**src/sdf_cfg.svh**
```systemverilog
// register offsets, reset values and timing counts
`ifndef SDF_CFG_SVH
`define SDF_CFG_SVH
`define SDF_REG_CTRL 8'h00
`define SDF_REG_STAT 8'h04
`define SDF_REG_ISR 8'h08
`define SDF_REG_IMR 8'h0c
`define SDF_REG_LOAD 8'h10
`define SDF_REG_CMD 8'h14
`define SDF_CTRL_RST 15'h07c0
`define SDF_LOAD_RST 26'h3ff0000
`define SDF_MRES_FULL 4'h8
`define SDF_CLK_NS 40
`define SDF_GLITCH_NS 60
`define SDF_GLITCH_CYC ((`SDF_GLITCH_NS + `SDF_CLK_NS - 1) / `SDF_CLK_NS)
`define SDF_DEAD_NS 80
`define SDF_DEAD_CYC ((`SDF_DEAD_NS + `SDF_CLK_NS - 1) / `SDF_CLK_NS)
`define SDF_WORD_BITS 20
`define SDF_QUARTER 10'h100
`define SDF_GATE_FWD 4'b1001
`define SDF_GATE_REV 4'b0110
`define SDF_GATE_SLOW 4'b0101
`endif

```
**src/sdf_pkg.sv**
```systemverilog
// types of the step/direction front end
package sdf_pkg;
  typedef enum logic [3:0] {
    SDF_ON = 4'b0001,
    SDF_BBM_OFF = 4'b0010,
    SDF_OFF = 4'b0100,
    SDF_BBM_ON = 4'b1000
  } sdf_chop_t;
endpackage

```
**src/sdf_frontend.sv**
```systemverilog
// step/direction microstep front end with serial, chopper and apb registers
//
// The register addresses and the APB register port are this design's own decisions.
`timescale 1ns/1ns
`default_nettype none
`include "sdf_cfg.svh"
module sdf_frontend import sdf_pkg::*; (
  input wire logic clk_i,
  input wire logic rst_i,
  input wire logic [7:0] paddr_i,
  input wire logic psel_i,
  input wire logic penable_i,
  input wire logic pwrite_i,
  input wire logic [31:0] pwdata_i,
  output logic [31:0] prdata_o,
  output logic pready_o,
  output logic pslverr_o,
  input wire logic step_i,
  input wire logic dir_i,
  input wire logic chip_select_n_i,
  input wire logic serial_clk_i,
  input wire logic serial_data_in_i,
  output logic serial_data_out_o,
  output logic serial_data_out_en_o,
  input wire logic bridge_enable_n_i,
  input wire logic clk_pin_i,
  input wire logic test_mode_in_i,
  input wire logic [1:0] cmp_i,
  input wire logic [9:0] load_i,
  output logic [3:0] gate_a_o,
  output logic [3:0] gate_b_o,
  output logic [7:0] target_a_o,
  output logic [7:0] target_b_o,
  output logic osc_en_o,
  output logic stall_flag_out_o,
  output logic test_mode_o,
  output logic scan_in_o,
  output logic scan_en_o,
  output logic irq_o
);
  logic [9:0] sy1, sy2;
  logic sck_d, cs_d, stall_d, cmd_done;
  logic flt_q [2];
  logic [1:0] flt_cnt [2];
  logic step_prev;
  logic [9:0] pos;
  logic [14:0] ctrl;
  logic [25:0] loadcfg;
  logic [2:0] isr, imr;
  logic [19:0] rx, tx, cmd;
  logic [4:0] bit_cnt;
  logic [1:0][7:0] tgt_mag;
  logic [1:0] tgt_pol;
  logic [3:0] gate_q [2];

  // two-flop synchronisers for all pins except load_i, rst_i and the apb port
  always_ff @(posedge clk_i or posedge rst_i) begin
    if (rst_i) begin
      sy1 <= 10'h024;
      sy2 <= 10'h024;
    end else begin
      sy1 <= {cmp_i, test_mode_in_i, clk_pin_i, bridge_enable_n_i, serial_data_in_i,
              serial_clk_i, chip_select_n_i, dir_i, step_i};
      sy2 <= sy1;
    end
  end
  wire [1:0] flt_in = sy2[1:0];
  wire cs_n_s = sy2[2];
  wire sck_s = sy2[3];
  wire sdi_s = sy2[4];
  wire en_n_s = sy2[5];
  wire clk_pin_s = sy2[6];
  wire test_s = sy2[7];
  wire [1:0] cmp_s = sy2[9:8];

  // glitch filters: a new level must persist for the filter time
  genvar g;
  generate
    for (g = 0; g < 2; g++) begin : g_flt
      always_ff @(posedge clk_i or posedge rst_i) begin
        if (rst_i) begin
          flt_q[g] <= 1'b0;
          flt_cnt[g] <= 2'h0;
        end else if (flt_in[g] == flt_q[g]) begin
          flt_cnt[g] <= 2'h0;
        end else if (flt_cnt[g] == 2'(`SDF_GLITCH_CYC - 1)) begin
          flt_q[g] <= flt_in[g];
          flt_cnt[g] <= 2'h0;
        end else begin
          flt_cnt[g] <= flt_cnt[g] + 2'h1;
        end
      end
    end
  endgenerate
  wire step_f = flt_q[0];
  wire dir_f = flt_q[1];

  // step edges and microstep counter
  wire double_edge_step = ctrl[0];
  wire spi_src = ctrl[1];
  wire [3:0] mres = ctrl[5:2];
  wire [4:0] cur_scale = ctrl[10:6];
  wire [3:0] toff = ctrl[14:11];
  wire step_evt = (step_f & ~step_prev) | (double_edge_step & ~step_f & step_prev);
  wire [3:0] mres_c = (mres > `SDF_MRES_FULL) ? `SDF_MRES_FULL : mres;
  wire [9:0] step_inc = 10'h001 << mres_c;
  wire [9:0] next_pos = dir_f ? pos - step_inc : pos + step_inc;

  always_ff @(posedge clk_i or posedge rst_i) begin
    if (rst_i) begin
      step_prev <= 1'b0;
      pos <= 10'h000;
    end else begin
      step_prev <= step_f;
      if (step_evt) pos <= next_pos;
    end
  end

  // half-wave sine from a parabola over 512 phase steps
  function automatic logic [7:0] sdf_sine(input logic [8:0] ph);
    logic [17:0] prod;
    prod = {9'h000, ph} * (18'h00200 - {9'h000, ph});
    return (prod[17:8] > 10'h0ff) ? 8'hff : prod[15:8];
  endfunction

  function automatic logic [7:0] sdf_scale(input logic [7:0] m, input logic [4:0] cs,
                                           input logic light);
    logic [13:0] p;
    p = {6'h00, m} * {8'h00, ({1'b0, cs} + 6'h01)};
    return light ? {1'b0, p[12:6]} : p[12:5];
  endfunction

  wire [9:0] pos_b = pos + `SDF_QUARTER;
  wire [7:0] tab_a = sdf_sine(pos[8:0]);
  wire [7:0] tab_b = sdf_sine(pos_b[8:0]);
  wire cmd_cur = cmd[19:18] == 2'b00;
  wire [7:0] sel_a = spi_src ? cmd[16:9] : tab_a;
  wire [7:0] sel_b = spi_src ? cmd[7:0] : tab_b;
  wire sel_pa = spi_src ? cmd[17] : pos[9];
  wire sel_pb = spi_src ? cmd[8] : pos_b[9];
  wire light = load_i > loadcfg[25:16];

  always_ff @(posedge clk_i or posedge rst_i) begin
    if (rst_i) begin
      tgt_mag <= '0;
      tgt_pol <= 2'b00;
    end else begin
      tgt_mag[0] <= sdf_scale(sel_a, cur_scale, light);
      tgt_mag[1] <= sdf_scale(sel_b, cur_scale, light);
      tgt_pol <= {sel_pb, sel_pa};
    end
  end
  assign target_a_o = tgt_mag[0];
  assign target_b_o = tgt_mag[1];

  // chopper per coil: drive, dead, slow decay, dead
  generate
    for (g = 0; g < 2; g++) begin : g_chop
      sdf_chop_t st;
      logic [7:0] cnt;
      logic pol;
      logic [3:0] gdec;
      assign gdec = (st == SDF_ON) ? (pol ? `SDF_GATE_REV : `SDF_GATE_FWD) :
                    (st == SDF_OFF) ? `SDF_GATE_SLOW : 4'h0;
      always_ff @(posedge clk_i or posedge rst_i) begin
        if (rst_i) begin
          st <= SDF_OFF;
          cnt <= 8'h00;
          pol <= 1'b0;
          gate_q[g] <= 4'h0;
        end else begin
          gate_q[g] <= en_n_s ? 4'h0 : gdec;
          unique case (st)
            SDF_ON: if (en_n_s || cmp_s[g] || tgt_pol[g] != pol) begin
              st <= SDF_BBM_OFF;
              cnt <= 8'(`SDF_DEAD_CYC);
            end
            SDF_BBM_OFF: if (cnt == 8'h00) begin
              st <= SDF_OFF;
              cnt <= {toff, 4'h0};
            end else cnt <= cnt - 8'h01;
            SDF_OFF: if (cnt != 8'h00) cnt <= cnt - 8'h01;
              else if (!en_n_s && tgt_mag[g] != 8'h00) begin
                st <= SDF_BBM_ON;
                cnt <= 8'(`SDF_DEAD_CYC);
              end
            SDF_BBM_ON: if (cnt == 8'h00) begin
              st <= SDF_ON;
              pol <= tgt_pol[g];
            end else cnt <= cnt - 8'h01;
            default: st <= SDF_OFF;
          endcase
        end
      end
      property p_chop_end;
        @(posedge clk_i) disable iff (rst_i) st == SDF_ON && cmp_s[g] |=> st == SDF_BBM_OFF;
      endproperty
      a_chop_end: assert property (p_chop_end) else $error("drive phase not ended");
      property p_bbm;
        @(posedge clk_i) disable iff (rst_i)
          gate_q[g] != 4'h0 && $past(gate_q[g]) != 4'h0 |-> gate_q[g] == $past(gate_q[g]);
      endproperty
      a_bbm: assert property (p_bbm) else $error("switch overlap");
    end
  endgenerate
  assign gate_a_o = gate_q[0];
  assign gate_b_o = gate_q[1];

  // serial port: 20-bit command in, status out
  wire sck_rise = sck_s & ~sck_d;
  wire sck_fall = ~sck_s & sck_d;
  wire ser_act = ~cs_n_s & ~test_s;
  wire [19:0] status_w = {pos, stall_flag_out_o, osc_en_o, test_s, 7'h00};

  always_ff @(posedge clk_i or posedge rst_i) begin
    if (rst_i) begin
      {sck_d, cs_d, cmd_done, serial_data_out_o, serial_data_out_en_o} <= 5'h08;
      rx <= 20'h00000;
      tx <= 20'h00000;
      cmd <= 20'h00000;
      bit_cnt <= 5'h00;
    end else begin
      sck_d <= sck_s;
      cs_d <= cs_n_s;
      serial_data_out_en_o <= ser_act;
      cmd_done <= 1'b0;
      if (!ser_act) begin
        bit_cnt <= 5'h00;
        if (!cs_d && bit_cnt == 5'(`SDF_WORD_BITS) && !test_s) begin
          cmd <= rx;
          cmd_done <= 1'b1;
        end
      end else if (cs_d) begin
        tx <= status_w;
        serial_data_out_o <= status_w[19];
      end else if (sck_rise) begin
        rx <= {rx[18:0], sdi_s};
        if (bit_cnt != 5'h1f) bit_cnt <= bit_cnt + 5'h01;
      end else if (sck_fall) begin
        tx <= {tx[18:0], 1'b0};
        serial_data_out_o <= tx[18];
      end
    end
  end

  // clock source, stall, test pins
  wire stall_now = load_i <= loadcfg[9:0];
  always_ff @(posedge clk_i or posedge rst_i) begin
    if (rst_i) begin
      {osc_en_o, stall_flag_out_o, stall_d, test_mode_o, scan_in_o, scan_en_o} <= 6'h20;
    end else begin
      if (clk_pin_s) osc_en_o <= 1'b0;
      stall_flag_out_o <= stall_now;
      stall_d <= stall_flag_out_o;
      test_mode_o <= test_s;
      scan_in_o <= test_s & sdi_s;
      scan_en_o <= test_s & sck_s;
    end
  end

  // apb slave, zero wait states
  wire apb_setup = psel_i & ~penable_i;
  wire apb_wr = psel_i & penable_i & pready_o & pwrite_i;
  wire hit_ctrl = paddr_i == `SDF_REG_CTRL;
  wire hit_isr = paddr_i == `SDF_REG_ISR;
  wire hit_imr = paddr_i == `SDF_REG_IMR;
  wire hit_load = paddr_i == `SDF_REG_LOAD;
  wire mapped = hit_ctrl | hit_isr | hit_imr | hit_load |
                paddr_i == `SDF_REG_STAT | paddr_i == `SDF_REG_CMD;
  wire [31:0] rd_mux = hit_ctrl ? {17'h0, ctrl} : hit_isr ? {29'h0, isr} :
                       hit_imr ? {29'h0, imr} : hit_load ? {6'h0, loadcfg} :
                       paddr_i == `SDF_REG_STAT ? {12'h0, status_w} :
                       paddr_i == `SDF_REG_CMD ? {12'h0, cmd} : 32'h0;
  wire [2:0] events = {cmd_done, stall_flag_out_o & ~stall_d, step_evt};
  wire [2:0] w1c = (apb_wr && hit_isr) ? pwdata_i[2:0] : 3'h0;

  always_ff @(posedge clk_i or posedge rst_i) begin
    if (rst_i) begin
      {pready_o, pslverr_o, irq_o} <= 3'h0;
      prdata_o <= 32'h0;
      ctrl <= `SDF_CTRL_RST;
      loadcfg <= `SDF_LOAD_RST;
      isr <= 3'h0;
      imr <= 3'h0;
    end else begin
      pready_o <= apb_setup;
      pslverr_o <= apb_setup & ~mapped;
      prdata_o <= apb_setup ? rd_mux : 32'h0;
      if (apb_wr && hit_ctrl) ctrl <= pwdata_i[14:0];
      if (apb_wr && hit_load) loadcfg <= pwdata_i[25:0];
      if (apb_wr && hit_imr) imr <= pwdata_i[2:0];
      isr <= (isr & ~w1c) | events;
      irq_o <= |(isr & imr);
    end
  end

  property p_fwd;
    @(posedge clk_i) disable iff (rst_i) step_evt && !dir_f |=> pos == $past(next_pos);
  endproperty
  a_fwd: assert property (p_fwd) else $error("forward step wrong");
  property p_bwd;
    @(posedge clk_i) disable iff (rst_i) step_evt && dir_f |=> pos == $past(next_pos);
  endproperty
  a_bwd: assert property (p_bwd) else $error("backward step wrong");
  property p_single_edge;
    @(posedge clk_i) disable iff (rst_i) !double_edge_step && $fell(step_f) |=> $stable(pos);
  endproperty
  a_single_edge: assert property (p_single_edge) else $error("falling edge counted");
  property p_glitch;
    @(posedge clk_i) disable iff (rst_i)
      $changed(step_f) |-> $past(flt_in[0], 1) == step_f && $past(flt_in[0], 2) == step_f;
  endproperty
  a_glitch: assert property (p_glitch) else $error("short step pulse passed");
  property p_bridge_off;
    @(posedge clk_i) disable iff (rst_i) en_n_s |=> gate_a_o == 4'h0 && gate_b_o == 4'h0;
  endproperty
  a_bridge_off: assert property (p_bridge_off) else $error("bridge on while disabled");
  property p_osc;
    @(posedge clk_i) disable iff (rst_i) clk_pin_s || !osc_en_o |=> !osc_en_o;
  endproperty
  a_osc: assert property (p_osc) else $error("oscillator restarted");
  property p_word;
    @(posedge clk_i) disable iff (rst_i) cmd_done |-> $past(bit_cnt) == 5'(`SDF_WORD_BITS);
  endproperty
  a_word: assert property (p_word) else $error("command not 20 bits");
  property p_cs_idle;
    @(posedge clk_i) disable iff (rst_i)
      cs_n_s ##1 cs_n_s ##1 cs_n_s |-> bit_cnt == 5'h00 && !cmd_done;
  endproperty
  a_cs_idle: assert property (p_cs_idle) else $error("traffic taken while deselected");
  property p_stall;
    @(posedge clk_i) disable iff (rst_i) ##1 stall_flag_out_o == $past(stall_now);
  endproperty
  a_stall: assert property (p_stall) else $error("stall flag wrong");
  c_step: cover property (@(posedge clk_i) disable iff (rst_i) step_evt && dir_f);
  c_double_edge_step: cover property (@(posedge clk_i) disable iff (rst_i) double_edge_step && $fell(step_f));
  c_cmd: cover property (@(posedge clk_i) disable iff (rst_i) cmd_done && cmd_cur);
  c_irq: cover property (@(posedge clk_i) disable iff (rst_i) $rose(irq_o));
endmodule
`default_nettype wire

```
**config.mk**
```make
export PLATFORM = sky130hd
export DESIGN_NAME = sdf_frontend
export DESIGN_NICKNAME = d
export VERILOG_FILES = /design/src/sdf_pkg.sv /design/src/sdf_frontend.sv
export VERILOG_INCLUDE_DIRS = /design/src
export SDC_FILE = /design/constraint.sdc
export NUM_CORES = 1
export LEC_CHECK = 0
export BUFFER_PORTS_ARGS = -buffer_cell sky130_fd_sc_hd__buf_2
export CAP_MARGIN = 5
export CORE_ASPECT_RATIO = 1.25
export CORE_UTILIZATION = 25
export CTS_CLUSTER_SIZE = 20
export DETAILED_ROUTE_END_ITERATION = 16
export GPL_ROUTABILITY_DRIVEN = 0
export SLEW_MARGIN = 20
export SYNTH_ARGS = -nofsm -noshare
export SYNTH_HDL_FRONTEND = slang
export SYNTH_SLANG_ARGS = --single-unit
```
**constraint.sdc**
```tcl
create_clock -name clk_i -period 11.49 [get_ports clk_i]
set_input_delay 1.7235 -clock clk_i [delete_from_list [all_inputs] [get_ports clk_i]]
set_output_delay 1.7235 -clock clk_i [all_outputs]
set_load 0.02 [all_outputs]
```
Word level (Yosys, flattened, before mapping)
Index checks and enable logic that the tools add are counted.
{ "classes": {"addsub": 11, "multipliers": 4, "n_div": 0, "magnitude_cmp": 5, "n_eq_ne": 39, "shift": 1, "n_mux": 66, "bitwise": 37, "reduce_logical": 38} }
{ "op_table": {"columns": ["cell", "n"], "rows": [
  ["$mux 26", 5],
  ["$mux 8", 16],
  ["$mux 4", 17],
  ["$pmux 8 s4", 2],
  ["$mux 19", 3],
  ["$mux 20", 2],
  ["$mul 10x11->18", 2],
  ["$pmux 4 s4", 2],
  ["$reduce_bool 8->1", 4],
  ["$mul 8x6->13", 2],
  ["$logic_not 8->1", 3],
  ["$ne 2x2->1 const B", 11],
  ["$sub 10x9->11 const A", 2],
  ["$gt 10x8->1 const B", 2],
  ["$mux 5", 4],
  ["$eq 8x4->1 const B", 2],
  ["$eq 8x5->1 const B", 2],
  ["$sub 8x1->8 const B", 2],
  ["$and 1x1->1", 14],
  ["$not 1->1", 13],
  ["$add 10x10->10", 1],
  ["$add 10x9->10 const B", 1],
  ["$gt 10x10->1", 1],
  ["$le 10x10->1", 1],
  ["36 further kinds", 87]
]} }
{ "totals": {"ff_bits": 240, "latchBits": 0, "ram_bits": 0, "romBits": 0, "input_bits": 65, "output_inout_bits": 66, "elab_cells": 243, "n_memories": 0} }

Longest topological paths before layout
{ "depth": {"ltp_word": 8, "ltp_mapped": 44, "depth_no_buf": 42} }

Worst setup path before layout
OpenSTA, ideal clock, no wires.
{ "synth_timing": {"kind": "flip-flop to flip-flop", "start": "register pos[0]", "end": "register tgt_mag (netlist bit target_b_o[6])", "setup_ps": 120, "t_arrival_ps": 10386, "t_required_ps": 11370, "path_slack_ps": 983, "path_stages_with_launch": 40, "n_path_buf": 4, "period_less_slack_ps": 10507, "cell_sequence": "dfrtp_1 clkbuf_1 inv_1 clkbuf_1 ha_1 nor3b_1 nor3b_1 nor3b_1 ha_1 nand2b_1 fa_1 inv_1 fa_1 fa_1 fa_1 inv_1 fa_1 inv_1 [... 4 more ...] a21oi_1 xnor2_1 or3_1 buf_2 clkbuf_1 o22ai_1 nor2_1 fa_1 fa_1 inv_1 fa_1 inv_1 ha_1 or4_1 o211a_4 a31o_1 or4_1 o211a_1"} }
{ "synth_between": {"elab_chain_cells": 8} }
{ "synth_rtl": {"columns": ["element", "line", "rtl"], "rows": [
  ["start, declared", "sdf_frontend.sv:46", "logic [9:0] pos;"],
  ["start signal, assigned", "sdf_frontend.sv:115", "if (step_evt) pos <= next_pos;"],
  ["$add 10x9->10 (no line) *", null, null],
  ["$sub 10x9->11", "sdf_frontend.sv:122", "prod = {9'h000, ph} * (18'h00200 - {9'h000, ph});"],
  ["$mul 10x11->18 *", "sdf_frontend.sv:122", null],
  ["$gt 10x8->1", "sdf_frontend.sv:123", "return (prod[17:8] > 10'h0ff) ? 8'hff : prod[15:8];"],
  ["$mux 8 *", "sdf_frontend.sv:123", null],
  ["$mux 8 *", "sdf_frontend.sv:138", "wire [7:0] sel_b = spi_src ? cmd[7:0] : tab_b;"],
  ["$mul 8x6->13 *", "sdf_frontend.sv:129", "p = {6'h00, m} * {8'h00, ({1'b0, cs} + 6'h01)};"],
  ["$mux 8 *", "sdf_frontend.sv:130", "return light ? {1'b0, p[12:6]} : p[12:5];"],
  ["end, declared", "sdf_frontend.sv:52", "logic [1:0][7:0] tgt_mag;"]
]} }
Every way passes the cells marked *; elsewhere a longest branch is shown, timed or not.
A chain may end at the register's enable or synchronous reset.

Worst setup path after layout
{ "layout_timing": {"start": "register pos[1]", "end": "register tgt_mag (netlist bit target_b_o[6])"} }
The elaborated chain is that of the path after synthesis.

==> results by group <==
Run status
  • Status: finished clean

Timing
  • Worst-Margin Slew: 1.03 ns
  • Fin. max-slew vios: 0
  • Final period utilization: 0.954
  • RSZ-0062 raised after global routing: false
  • Setup Skew: 0.00935 ns
  • Relative slew slack: 0.310
  • Fin. Hold Viols: 0
  • Final setup vio count: 0
  • Fin Setup TNS: 0 ns
  • Fmax: 91.3 MHz
  • Tmin final: 10.96 ns

Clock network
  • Setup bufs post-CTS: 0
  • CTS Buffer Depth: 3
  • H-Tree Depth: 1
  • PostCTS Resize Cnt: 0
  • Clock transition at path regs: 0.06 ns
  • TritonCTS clock tree: done
  • Clock root cell: clkbuf_16
  • Clk_lat worst skew: 0.57 ns
  • CTS Hold Bufs: 0
  • CTS sink count: 233
  • Inserted Clock Buffers: 27

Critical path
  • Max stage delay on crit path: 0.63 ns
  • Worst path arrival time: 11.41 ns
  • Reg2Reg Depth: 35
  • Critical path class: flop to flop
  • Worst reg2reg path endpoint: target_b_o[6]
  • Worst path slowest cell: or3_1
  • Top cell by count, worst path: fa_1
  • CP required: 11.94 ns
  • CP Max Fanout: 15
  • Worst R2R Start: pos[1]
  • Startpoint class of the critical path: flop
  • Crit end category: flop
  • Worst reg2reg setup slack: 0.53 ns

Synthesis
  • EDFF count, synth: 0
  • FF+latch count, synth: 233
  • Synth top area cells: dfrtp_1, fa_1, ha_1, inv_1, mux2_2
  • Most frequent cell after synthesis: inv_1
  • Synth cell count leaders: inv_1, dfrtp_1, nand2_1, ha_1, nor2_1
  • Asr flop ratio synth: 1.00
  • Cell area after synthesis: 18200 sq um
  • Top cell type's share of synthesized area: 0.289
  • Synth Flop Type: dfrtp_1
  • Synth warnings: 0
  • Seq/Total Area, Yosys: 0.322
  • Synth cell types: 75
  • Synth Instances: 1915
  • Synthesized area per cell: 9.50 sq um
  • Cell taking the most area after synthesis: dfrtp_1

Route
  • DRT Wirelength: 46000 microns
  • Detailed Route Iter0 Violations: 716
  • Routed Antenna Nets: 0
  • DRC: 0
  • WL per Instance: 15.3 microns
  • Pre-antenna DRT Iters: 5
  • DR vias: 13700
  • Routed vias/inst: 4.55

Global route
  • Vias in the first global route: 13900
  • Overflow after GRT: 0
  • First-pass GRT wire length: 74100 microns
  • Initial antenna violation count: 2
  • Largest net degree at the start of global routing: 112
  • GRT Total Usage: 0.124

Die
  • Width of the chip: 243 microns
  • IO Pins: 131
  • # rows: 110
  • Initial Utilization: 0.253
  • Die ar.: 73900 sq um
  • Die height: 304 microns
  • Core ar.: 72000 sq um

Finish
  • Non-filler cells, final: 3006
  • Nets: 2399
  • Area delta synth->final: 15.1%
  • Fraction of layout cells with a size suffix above 1: 0.151
  • Ant. Diodes: 0
  • Fillers: 7581

Placed design
  • Hpwl dp: 35700 microns
  • PortBufs: 118
  • Dpl cells: 2956

Flow run
  • Max Cap Viol: 0

Min path
  • Hold Path End: sy2[3]
  • Worst hold path class: flop to flop
  • Hold wc startpoint: sy1[3]
  • Worst hold stages: 0
flip-flops by register name, summed over array words and instances (netlist names), 4 cells and up:
name / count
target_b_o: 8
ctrl: 15
tx: 12
sy2: 10
target_a_o: 8
cmd: 20
bit_cnt: 5
rx: 20
sy1: 10
gate_b_o: 4
loadcfg: 26
pos: 10
prdata_o: 26
g_chop.st: 8
g_chop.cnt: 16
flt_cnt: 4
gate_a_o: 4
cell type report:
type / instances / area (sq um) / area share
well taps: 952 / 1190 / 0.0569
multi-input cells: 1406 / 11300 / 0.539
repair buffers: 143 / 778 / 0.0372
flip-flops and latches: 233 / 5860 / 0.280
clock inverters: 17 / 245 / 0.0117
inverters: 222 / 841 / 0.0402
clock buffers: 33 / 728 / 0.0348
routing by layer:
layer | vias to the layer above | GRT usage | part of all wire
met2 | 283 | 0.219 | 0.49
met3 | 60 | 0.0158 | 0.042
met4 | 0 | 0.0310 | 0.025
met5 | - | 0 | 0
met1 | 6721 | 0.160 | 0.45
li1 | 6611 | - | -
per-stage QoR:
step                hold WS, ns  area [sq um]   util  setup WS, ns
floorplan                 0.331         18300      -         0.983
global placement          0.332         20000  0.277         0.678
detailed placement        0.335         20000  0.277         0.643
CTS                       0.349         20900  0.291         0.592
global route              0.360         20900  0.291        0.0833
finish                    0.347         20900  0.291         0.531
worst max-delay path by stage:
stage,start,cells after the start,slack [ns],end
floorplan,pos[0],39,0.98,target_b_o[6]
global placement,pos[1],35,0.68,target_b_o[6]
detailed placement,pos[1],35,0.64,target_b_o[6]
CTS,pos[1],35,0.59,target_b_o[6]
global route,pos[1],38,0.08,target_b_o[6]
finish,pos[1],35,0.53,target_b_o[6]
cell usage in the layout, fill, tap and decap left out, drive strengths merged, types with 27 or more instances in the layout:
| master | count |
|---|---|
| inv | 225 |
| dfrtp | 210 |
| nand2 | 180 |
| ha | 175 |
| nor2 | 167 |
| buf | 143 |
| fa | 126 |
| o21ai | 116 |
| a21oi | 73 |
| mux2 | 60 |
| nand2b | 46 |
| xnor2 | 43 |
| nor2b | 40 |
| nor3 | 39 |
| clkbuf | 33 |
| and2 | 27 |
cell families after synthesis:
| logic type | synth area share |
|---|---|
| buf+inv | 0.0624 |
| simple gates | 0.158 |
| fa+ha+maj | 0.259 |
| mux | 0.0492 |
| xor+xnor | 0.0345 |
| flops | 0.322 |
| compound gates | 0.115 |
| other cells | 0.000413 |
critical path: cells and delay by family, from the launching register on:
family                     cells  cell delay (ns)
adders and majority gates     12             5.10
and+or+nand+nor                9             3.00
AOI/OAI and AO/OA              7             1.70
buffers and inverters          6             0.42
DFF                            1             0.41
xor gates and xnor gates       1             0.19
Power is not shown: default switching activity piles up to over one toggle a cycle in this logic, so the estimate is an artifact.
